`src/verilog/amc_pkg.sv`:
```
// Purpose: Constants shared by the converter mode control logic
// Assumes: Peripheral clock is clk_sys at 100 MHz
// Notes:   Offsets are byte addresses on the internal special-register bus
`default_nettype none
package amc_pkg;
  localparam logic [15:0] MODE_ADDR    = 16'hff80;
  localparam logic [15:0] CHAN_ADDR    = 16'hff81;
  localparam logic [15:0] RES_LO_ADDR  = 16'hff18;
  localparam logic [15:0] RES_HI_ADDR  = 16'hff19;
  localparam logic [15:0] RES_BYTE_ADDR = 16'hff1a;
  localparam logic [7:0]  MODE_RESET   = 8'h00;
  localparam logic [7:0]  CHAN_RESET   = 8'h00;
  localparam int          RUN_POS      = 7;
  localparam int          CODE_LSB     = 3;
  localparam int          ENA_POS      = 0;
  localparam logic [7:0]  MODE_MASK    = 8'hb9;
  localparam logic [7:0]  CHAN_MASK    = 8'h03;
  localparam int          RES_BITS     = 10;
  localparam int          CNT_W        = 8;

  typedef enum logic [1:0] {
    AMC_STOP = 2'b00,
    AMC_WAIT = 2'b01,
    AMC_CONV = 2'b10
  } amc_state_t;

  // Sampling and total cycles per time code
  function automatic logic [CNT_W-1:0] amc_samp(input logic [2:0] code);
    case (code)
      3'h0: amc_samp = 8'd12;
      3'h1: amc_samp = 8'd24;
      3'h2: amc_samp = 8'd48;
      3'h3: amc_samp = 8'd88;
      3'h4: amc_samp = 8'd24;
      3'h5: amc_samp = 8'd48;
      3'h6: amc_samp = 8'd96;
      default: amc_samp = 8'd176;
    endcase
  endfunction : amc_samp

  function automatic logic [CNT_W-1:0] amc_total(input logic [2:0] code);
    case (code)
      3'h0: amc_total = 8'd36;
      3'h1: amc_total = 8'd48;
      3'h2: amc_total = 8'd72;
      3'h3: amc_total = 8'd112;
      3'h4: amc_total = 8'd72;
      3'h5: amc_total = 8'd96;
      3'h6: amc_total = 8'd144;
      default: amc_total = 8'd224;
    endcase
  endfunction : amc_total
endpackage : amc_pkg
`default_nettype wire

```
`src/verilog/amc_sar.sv`:
```
// Purpose: Ten-bit successive approximation walk, one bit per step enable
// Assumes: Comparator answer is already synchronous to clk_sys
// Notes:   Zeroed by clear, which wins over begin_walk; a new walk overrides any walk in progress
`default_nettype none
module amc_sar #(
  parameter int BITS = 10
) (
  // Clock and reset
  input  wire logic            clk_sys,
  input  wire logic            rst,
  // Control
  input  wire logic            clear,
  input  wire logic            begin_walk,
  input  wire logic            step,
  input  wire logic            cmp_high,
  // Trial value and result
  output logic [BITS-1:0]      trial,
  output logic                 walk_done
);
  // Walk needs at least two bits, and the trial bus stays within a halfword
  if (BITS < 2 || BITS > 16) begin : g_bad_bits
    $error("amc_sar: BITS out of range");
  end

  logic [BITS-1:0] sar_bit;
  logic [BITS-1:0] next_trial;
  logic [BITS-1:0] next_sar_bit;
  logic            next_walk_done;

  always_comb begin
    next_trial     = trial;
    next_sar_bit   = sar_bit;
    next_walk_done = 1'b0;
    if (clear) begin
      next_trial   = '0;
      next_sar_bit = '0;
    end else if (begin_walk) begin
      next_sar_bit = {1'b1, {(BITS-1){1'b0}}};
      next_trial   = {1'b1, {(BITS-1){1'b0}}};
    end else if (step && sar_bit != '0) begin
      // Keep or drop the bit under test, then try the next one down
      if (!cmp_high) next_trial = trial & ~sar_bit;
      next_sar_bit = sar_bit >> 1;
      next_trial   = (cmp_high ? trial : (trial & ~sar_bit)) | (sar_bit >> 1);
      if (sar_bit[0]) next_walk_done = 1'b1;
    end
  end

  always_ff @(posedge clk_sys) begin
    if (rst) begin
      trial     <= '0;
      sar_bit   <= '0;
      walk_done <= 1'b0;
    end else begin
      trial     <= next_trial;
      sar_bit   <= next_sar_bit;
      walk_done <= next_walk_done;
    end
  end
endmodule : amc_sar
`default_nettype wire

```
`src/verilog/amc_ctrl.sv`:
```
// Purpose: Mode and channel registers, sampling and conversion sequencing
// Assumes: Byte or single-bit writes on an 8-bit special-register bus
// Notes:   Analog sample, hold and comparator circuits sit outside
`default_nettype none
module amc_ctrl (
  // Clock and reset
  input  wire logic                    clk_sys,
  input  wire logic                    rst,
  // Special-register bus
  input  wire logic [15:0]             reg_addr,
  input  wire logic                    reg_wr,
  input  wire logic                    reg_bit_wr,
  input  wire logic [2:0]              reg_bit_sel,
  input  wire logic [7:0]              reg_wdata,
  output logic [7:0]                   reg_rdata,
  // Analog front end
  input  wire logic                    cmp_high,
  output logic [amc_pkg::RES_BITS-1:0] dac_trial,
  output logic                         sample_hold,
  output logic                         comparator_on,
  output logic [1:0]                   channel_code,
  // Results and event
  output logic [15:0]                  result_wide,
  output logic [7:0]                   result_upper_byte,
  output logic                         conversion_done_request,
  output amc_pkg::amc_state_t          op_state
);
  import amc_pkg::*;

  logic [7:0]     converter_mode_control;
  logic [7:0]     input_channel_select;
  logic [7:0]     next_mode;
  logic [7:0]     next_chan;
  logic           cmp_meta;
  logic           cmp_sync;
  logic [CNT_W-1:0] cyc;
  logic [CNT_W-1:0] next_cyc;
  logic           active;
  logic           next_active;
  logic [15:0]    next_wide;
  logic [7:0]     next_upper;
  logic           next_done_req;
  logic           reg_touch;
  logic           walk_start;
  logic           walk_step;
  logic           walk_done;
  logic [RES_BITS-1:0] trial;
  logic           conversion_run_bit;
  logic           comparator_enable_bit;
  logic [2:0]     time_code;

  assign conversion_run_bit    = converter_mode_control[RUN_POS];
  assign comparator_enable_bit = converter_mode_control[ENA_POS];
  assign time_code             = converter_mode_control[CODE_LSB+2:CODE_LSB];

  // Write merge shared by both registers
  function automatic logic [7:0] merge_wr(input logic [7:0] cur, input logic bitw,
                                          input logic [2:0] sel, input logic [7:0] wd,
                                          input logic [7:0] mask);
    logic [7:0] v;
    v = cur;
    if (bitw) v[sel] = wd[0];
    else      v = wd;
    merge_wr = v & mask;
  endfunction : merge_wr

  always_comb begin
    next_mode = converter_mode_control;
    next_chan = input_channel_select;
    reg_touch = 1'b0;
    if ((reg_wr || reg_bit_wr) && reg_addr == MODE_ADDR) begin
      next_mode = merge_wr(converter_mode_control, reg_bit_wr, reg_bit_sel,
                           reg_wdata, MODE_MASK);
      reg_touch = 1'b1;
    end
    if ((reg_wr || reg_bit_wr) && reg_addr == CHAN_ADDR) begin
      next_chan = merge_wr(input_channel_select, reg_bit_wr, reg_bit_sel,
                           reg_wdata, CHAN_MASK);
      reg_touch = 1'b1;
    end
  end

  // Read mux
  always_comb begin
    case (reg_addr)
      MODE_ADDR:     reg_rdata = converter_mode_control;
      CHAN_ADDR:     reg_rdata = input_channel_select;
      RES_LO_ADDR:   reg_rdata = result_wide[7:0];
      RES_HI_ADDR:   reg_rdata = result_wide[15:8];
      RES_BYTE_ADDR: reg_rdata = result_upper_byte;
      default:       reg_rdata = 8'h00;
    endcase
  end

  // Comparator answer comes from the analog side, so synchronise it
  always_ff @(posedge clk_sys) begin
    if (rst) begin
      cmp_meta <= 1'b0;
      cmp_sync <= 1'b0;
    end else begin
      cmp_meta <= cmp_high;
      cmp_sync <= cmp_meta;
    end
  end

  // Sequencer: cycle count within one conversion
  always_comb begin
    next_active   = active;
    next_cyc      = cyc;
    walk_start    = 1'b0;
    walk_step     = 1'b0;
    next_done_req = 1'b0;
    next_wide     = result_wide;
    next_upper    = result_upper_byte;
    if (reg_touch || !conversion_run_bit) begin
      // A register write abandons the walk; the new value restarts it
      next_active = 1'b0;
      next_cyc    = '0;
    end else if (!active) begin
      next_active = 1'b1;
      next_cyc    = '0;
    end else begin
      next_cyc = cyc + 8'd1;
      if (cyc + 8'd1 == amc_samp(time_code))
        walk_start = 1'b1;
      // Ten comparisons on the cycles just before total; the extra step at total finds no bit left
      if (cyc >= amc_samp(time_code) && cyc + 8'd1 < amc_total(time_code))
        walk_step = (amc_total(time_code) - cyc - 8'd1)
                    <= 8'(RES_BITS);
      if (cyc + 8'd1 == amc_total(time_code)) begin
        walk_step     = 1'b1;
        next_cyc      = '0;
        next_done_req = 1'b1;
      end
    end
    if (walk_done) begin
      next_wide  = {6'h00, trial};
      next_upper = trial[RES_BITS-1:RES_BITS-8];
    end
  end

  amc_sar #(
    .BITS(RES_BITS)
  ) u_sar (
    .clk_sys    (clk_sys),
    .rst        (rst),
    .clear      (!next_active),
    .begin_walk (walk_start),
    .step       (walk_step),
    .cmp_high   (cmp_sync),
    .trial      (trial),
    .walk_done  (walk_done)
  );

  always_ff @(posedge clk_sys) begin
    if (rst) begin
      converter_mode_control  <= MODE_RESET;
      input_channel_select    <= CHAN_RESET;
      active                  <= 1'b0;
      cyc                     <= '0;
      result_wide             <= 16'h0000;
      result_upper_byte       <= 8'h00;
      conversion_done_request <= 1'b0;
    end else begin
      converter_mode_control  <= next_mode;
      input_channel_select    <= next_chan;
      active                  <= next_active;
      cyc                     <= next_cyc;
      result_wide             <= next_wide;
      result_upper_byte       <= next_upper;
      conversion_done_request <= next_done_req;
    end
  end

  // Mode decode
  always_comb begin
    if (conversion_run_bit)         op_state = AMC_CONV;
    else if (comparator_enable_bit) op_state = AMC_WAIT;
    else                            op_state = AMC_STOP;
  end

  // Comparator powered whenever running or enabled
  assign comparator_on = conversion_run_bit | comparator_enable_bit;
  assign sample_hold   = active && cyc < amc_samp(time_code);
  assign dac_trial     = trial;
  assign channel_code  = input_channel_select[1:0];

  chk_mode_reset: assert property (@(posedge clk_sys)
    $fell(rst) |-> converter_mode_control == 8'h00)
    else $error("mode register not cleared");
  chk_bit_write: assert property (@(posedge clk_sys) disable iff (rst)
    reg_bit_wr && reg_addr == MODE_ADDR && reg_bit_sel == 3'd0
    |=> converter_mode_control[7:1] == $past(converter_mode_control[7:1]))
    else $error("bit write disturbed other bits");
  chk_stop_idle: assert property (@(posedge clk_sys) disable iff (rst)
    !conversion_run_bit |=> !active)
    else $error("sequencer running with run bit clear");
  chk_cmp_power: assert property (@(posedge clk_sys) disable iff (rst)
    op_state == AMC_STOP |-> !comparator_on)
    else $error("comparator powered while stopped");
  chk_start_noena: assert property (@(posedge clk_sys) disable iff (rst)
    conversion_run_bit && !comparator_enable_bit && !reg_touch && !active |=> active)
    else $error("conversion did not start");
  chk_done_time: assert property (@(posedge clk_sys) disable iff (rst)
    conversion_done_request |-> $past(cyc) + 8'd1 == amc_total(time_code))
    else $error("done at wrong cycle");
  chk_write_abort: assert property (@(posedge clk_sys) disable iff (rst)
    reg_touch |=> !active ##1 (active || !conversion_run_bit))
    else $error("write did not restart conversion");
  chk_result_load: assert property (@(posedge clk_sys) disable iff (rst)
    walk_done |=> result_wide == {6'h00, $past(trial)}
    && result_upper_byte == $past(trial[RES_BITS-1:RES_BITS-8]))
    else $error("result not loaded");
endmodule : amc_ctrl
`default_nettype wire

```
`config.mk`:
```
export PLATFORM = sky130hd
export DESIGN_NAME = amc_ctrl
export DESIGN_NICKNAME = d
export VERILOG_FILES = /design/src/verilog/amc_pkg.sv /design/src/verilog/amc_sar.sv /design/src/verilog/amc_ctrl.sv
export SDC_FILE = /design/constraint.sdc
export NUM_CORES = 1
export LEC_CHECK = 0
export BUFFER_PORTS_ARGS = -buffer_cell sky130_fd_sc_hd__buf_4
export CORE_ASPECT_RATIO = 0.5
export CORE_UTILIZATION = 54
export DETAILED_ROUTE_END_ITERATION = 8
export GPL_ROUTABILITY_DRIVEN = 0
export HOLD_SLACK_MARGIN = 0.08
export PLACE_DENSITY = 0.93
export SKIP_CTS_REPAIR_TIMING = 1
export SYNTH_ARGS = -nofsm -noshare
export SYNTH_HDL_FRONTEND = slang
export SYNTH_SLANG_ARGS = --single-unit
```
`constraint.sdc`:
```
create_clock -name clk_sys -period 3.25 [get_ports clk_sys]
set_input_delay 0.8125 -clock clk_sys [delete_from_list [all_inputs] [get_ports clk_sys]]
set_output_delay 0.8125 -clock clk_sys [all_outputs]
set_load 0.01 [all_outputs]
```
## Yosys cells after proc, flatten, opt, wreduce, memory -nomap -nowiden

Cells that the tools add are included.

- Bits of input ports: 32
- Bits in registers: 58
- Output and inout bits: 49
- Logic and storage cells: 97

- Bitwise logic cells: 6
- $lt $le $gt $ge: 6
- Add/subtract/negate cells: 3
- Reduce and logical (&&, ||, !) cells: 20
- Eq/ne operators: 13
- Mux-type cells: 35

Operator list:

| operator | count |
|---|---|
| $eq A16 B16 Y1 const B | 5 |
| $pmux W8 S5 | 2 |
| $mux W8 | 8 |
| $mux W10 | 5 |
| $pmux W8 S6 | 1 |
| $bwmux W8 | 2 |
| $eq A8 B8 Y1 | 2 |
| $lt A8 B8 Y1 | 2 |
| $mux W1 | 14 |
| $and A10 B10 Y10 | 1 |
| $not A10 Y10 | 1 |
| $or A10 B9 Y10 | 1 |
| $reduce_bool A10 Y1 | 1 |
| $eq A3 B3 Y1 const B | 3 |
| $add A8 B1 Y8 const B | 1 |
| $ge A8 B8 Y1 | 1 |
| $le A8 B4 Y1 const B | 1 |
| $reduce_or A2 Y1 | 4 |
| $reduce_or A4 Y1 | 2 |
| $sub A8 B1 Y8 const B | 1 |
| $sub A8 B8 Y8 | 1 |
| $eq A3 B2 Y1 const B | 2 |
| $logic_and A1 B1 Y1 | 6 |
| $reduce_or A3 Y1 | 2 |
| 11 further kinds | 14 |

## Longest topological paths before layout

- Depth in word-level cells: 21
- Gate-level depth with buffers: 13

## Hierarchy

A second synthesis with hierarchy kept.

- Cells, all modules: 383
- Area total of the unflattened synthesis: 3081.7 um2

Modules (own cells, without submodules):

| module | instances | area each (um2) | cells each |
|---|---|---|---|
| amc_ctrl | 1 | 2326.0 | 293 |
| amc_sar | 1 | 755.7 | 90 |

## Least setup slack after synthesis

OpenSTA, ideal clock, no wires.

- Path type: in2out
- Start point: input reg_addr[2]
- End point: output reg_rdata[1]
- Path buffers: 1
- Setup slack: 232 ps
- Required time: 2438 ps
- Arrival time: 2205 ps
- Cell stages on the path: 7
- Path through: nor4b_1 > nand2_1 > nor4_1 > and2_1 > buf_2 > a22oi_1 > o21ai_0

- Word-level cells in the longest chain between the ends: 2
- Elaborated cells on any way between the ends: 6
- Classes of those cells: eq/ne (5); mux (1)

RTL lines:

| item | line | text |
|---|---|---|
| start: declaration | amc_ctrl.sv:10 | `input wire logic [15:0] reg_addr,` |
| $eq A16 B16 Y1 | amc_ctrl.sv:85 | `case (reg_addr)` |
| $pmux W8 S5 * | amc_ctrl.sv:85 |  |
| end: declaration | amc_ctrl.sv:15 | `output logic [7:0] reg_rdata,` |

Mark *: on every way between the ends. The rest lies on a longest branch, timed or not.

## Worst setup path after layout

- Start point: input reg_addr[2]
- End point: output reg_rdata[3]

The elaborated chain is that of the path after synthesis.

==> flow_metrics.py <==
metrics = {
    "synthesis": {
        "synth.most_common_cell": "dfxtp_1",
        "synthMuxAreaShare": 0.04067,
        "synthSimpleGateAreaFrac": 0.2215,
        "yosys_warnings": 0,
        "synth_seq_area_share": 0.3098,
        "synth_cell_types": 59,
        "synth.top_cell.area_share": 0.3098,
        "synth-edff-count": 0,
        "synth_common_cells": "50 x dfxtp_1, 35 x nor2_1, 33 x inv_1",
        "synth_fa_ha_area_frac": 0.08753,
        "synthCells": 381,
        "async_flop_share": 0,
        "syn_area_sq_mm": 0.003231,
        "synth_top_family_by_area": "simple AND/OR/NAND/NOR gates",
        "synth-compound-area-share": 0.1913,
        "syn_area_per_cell_sq_um": 8.479,
        "synth-main-ff-cell": "dfxtp_1",
        "synthXorXnorAreaFrac": 0.04686,
        "synth_seq_cells": 50,
        "synth.area.top_cells": "dfxtp_1 31%, ha_1 8.1%, buf_4 4.4%",
        "yosysTopAreaCell": "dfxtp_1",
    },
    "global_routing": {
        "antenna_found_initial": 0,
        "first_global_vias": 2923,
        "grt_max_degree": 21,
        "grt_pass1_wl_microns": 13900,
        "overflow": 0,
        "grt_usage": 0.2755,
    },
    "floorplanning": {
        "start_util": 0.5758,
        "fp.coreArea_sq_mm": 0.005610,
        "dieArea_sq_mm": 0.006315,
        "io_pins": 81,
        "die_w_microns": 111.4,
        "dieHeight_microns": 56.70,
        "rows": 19,
    },
    "setup_path": {
        "crit_fanout": 8,
        "crit_type": "primary input to primary output",
        "critPathRequiredTime_ns": 2.44,
        "cp.arrival_ns": 2.30,
        "r2r_cells": 12,
        "end_kind": "primary output",
        "start_kind": "primary input",
    },
    "pwr": {
        "pwr-share-clk": 0.447,
        "peakVddDrop_mv": 0.3296,
        "power_leakage_nw": 1.696,
        "p_int_uw": 935.8,
        "p_seq_frac": 0.506,
        "comb_power_share": 0.047,
        "switching_share": 0.2281,
        "total_power_mw": 1.212,
        "p_sw_uw": 276.5,
        "powerDensity_mw_per_mm2": 302.4,
    },
    "routing": {
        "via_per_inst": 6.004,
        "drt-initial-drc-count": 321,
        "wl_microns": 8804,
        "drc_errors": 20,
        "wl_per_cell_microns": 16.71,
        "postRouteAntennaNets": 0,
        "via_count": 3164,
        "first_pass_iters": 7,
    },
    "clocking": {
        "clk_pin_slew_ns": 0.07,
        "cts_tree": "yes",
        "clock_path_buffers": 2,
        "clk_latency_ns": 0.29,
        "numCtsBuffers": 5,
        "cts.sinks": 50,
        "root_buffer": "clkbuf_16",
        "cts.htree.levels": 2,
    },
    "finish": {
        "drive_above_1_share": 0.2841,
        "ff_latch_area_sq_mm": 0.001010,
        "final_util": 0.7145,
        "multi_input_area_sq_mm": 0.001954,
        "design_area_sq_mm": 0.004009,
        "num_antenna_cells": 0,
        "num-fill-cells": 391,
        "final_nets": 507,
        "area_growth_pct": 24.09,
    },
    "worst_hold_path": {
        "hp-class": "flip-flop to flip-flop",
        "holdPathStages": 1,
    },
    "timing": {
        "tightest_slew_ns": 0.6029,
        "worst_slack_ns": 0.1394,
        "final_hold_viol_count": 0,
        "final-setup-viol-count": 0,
        "min_period_ns": 3.111,
        "setup_tns_ns": 0,
        "fin_crit_sh": 0.9571,
        "fmax_mhz": 321.5,
        "maxSlewViolCount": 0,
        "skew_ns": 0.006642,
        "relSlewSlack": 0.5958,
    },
    "placed_design": {
        "dp_slack_ns": -0.07548,
        "dpl_cell_area_sq_mm": 0.003806,
        "io_buffers": 72,
        "place_hpwl_microns": 6284,
    },
    "outcome": {
        "outcome": "finished with violations",
        "violations": "DRC",
    },
    "flow_run": {
        "maxCapViolations": 0,
    },
}
area by class of cell:
class	instances	area share
Clock buffer	5	0.03121
Multi-Input combinational cell	273	0.4875
Clock inverter	3	0.007179
Tap cell	73	0.02278
Timing Repair Buffer	90	0.1685
Inverter	33	0.03090
Sequential cell	50	0.2519
final timing paths:
check	slack [ns]	to	start
worst max-delay path	0.14	reg_rdata[3]	reg_addr[2]
worst max register to register	0.19	u_sar.sar_bit[3]	cyc[1]
worst min-delay path	0.45	cmp_sync	cmp_meta
worst min register to register	0.45	cmp_sync	cmp_meta
sequential cells by signal, summed over array words and instances (netlist names):
| signal | flops |
|---|---|
| active | 1 |
| cmp_meta | 1 |
| cmp_sync | 1 |
| conversion_done_request | 1 |
| converter_mode_control | 5 |
| cyc | 8 |
| input_channel_select | 2 |
| result_upper_byte | 8 |
| result_wide | 2 |
| u_sar.sar_bit | 10 |
| u_sar.trial | 10 |
| u_sar.walk_done | 1 |
metal layers:
layer	up-vias	GRT usage	share of wire
met3	23	0.06048	0.080
met1	1494	0.3278	0.41
li1	1481	-	-
met4	0	0.09459	0.020
met5	-	0	0
met2	166	0.4964	0.49
cells by family (layout without fill, tap and decap cells):
| group | after synthesis | after routing |
|---|---|---|
| buffers and inverters | 63 | 131 |
| AND/OR/NAND/NOR | 131 | 131 |
| other | 1 | 6 |
| XOR/XNOR | 14 | 14 |
| adder cells (fa/ha/maj) | 22 | 22 |
| flip-flops | 50 | 50 |
| AO/OA/AOI/OAI | 87 | 87 |
| multiplexers | 13 | 13 |
critical path: stages:
cell and delay (ns):
buf_4 0.11, nor4b_2 0.30, nand2_1 0.14, buf_4 0.16
nor3_1 0.16, and3_2 0.29, a222oi_1 0.13, inv_1 0.09
buf_4 0.11
placed cells by master, fill, tap and decap left out, types with 3 or more instances in the layout:
cell       Yosys  layout
dfxtp_2        0       4
xnor2_1        6       6
nand3_1       20      20
nand2b_1       7       7
inv_1         33      33
nor2b_1       15      15
o22ai_1        3       3
a222oi_1       4       4
nor4_2         1       3
a221oi_2       5       5
xor2_1         6       6
a22oi_1        3       3
nand4_1        4       4
mux2i_1       12      12
o41ai_1        4       4
ha_1          21      20
nor3_1         5       4
or2_2          3       3
nand2_1       21      21
conb_1         1       6
clkbuf_16      0       5
o21ai_0       19      15
a211oi_1       6       6
dfxtp_1       50      45
a21oi_1       23      23
a22o_1         3       3
a311oi_1       3       3
nor2_1        35      34
o21ai_1        0       4
buf_4         19      90
power groups by stage:
stage	clock, mW	sequential [mW]	combinational, mW
6_report	0.542	0.613	0.0569
5_1_grt	0.572	0.613	0.0623
4_1_cts	0.541	0.614	0.0554
3_5_place_dp	0	0.628	0.0552
3_3_place_gp	0	0.628	0.0541
2_1_floorplan	0	0.628	0.0264
through the flow:
step                      cells  hold slack [ns]
after floorplan             386           0.4138
after global placement      518           0.4288
after detailed placement    518           0.4217
after CTS                   526           0.4489
after global routing        527           0.4635
final                       527           0.4509
No activity file was read; power rests on OpenSTA's default activity.
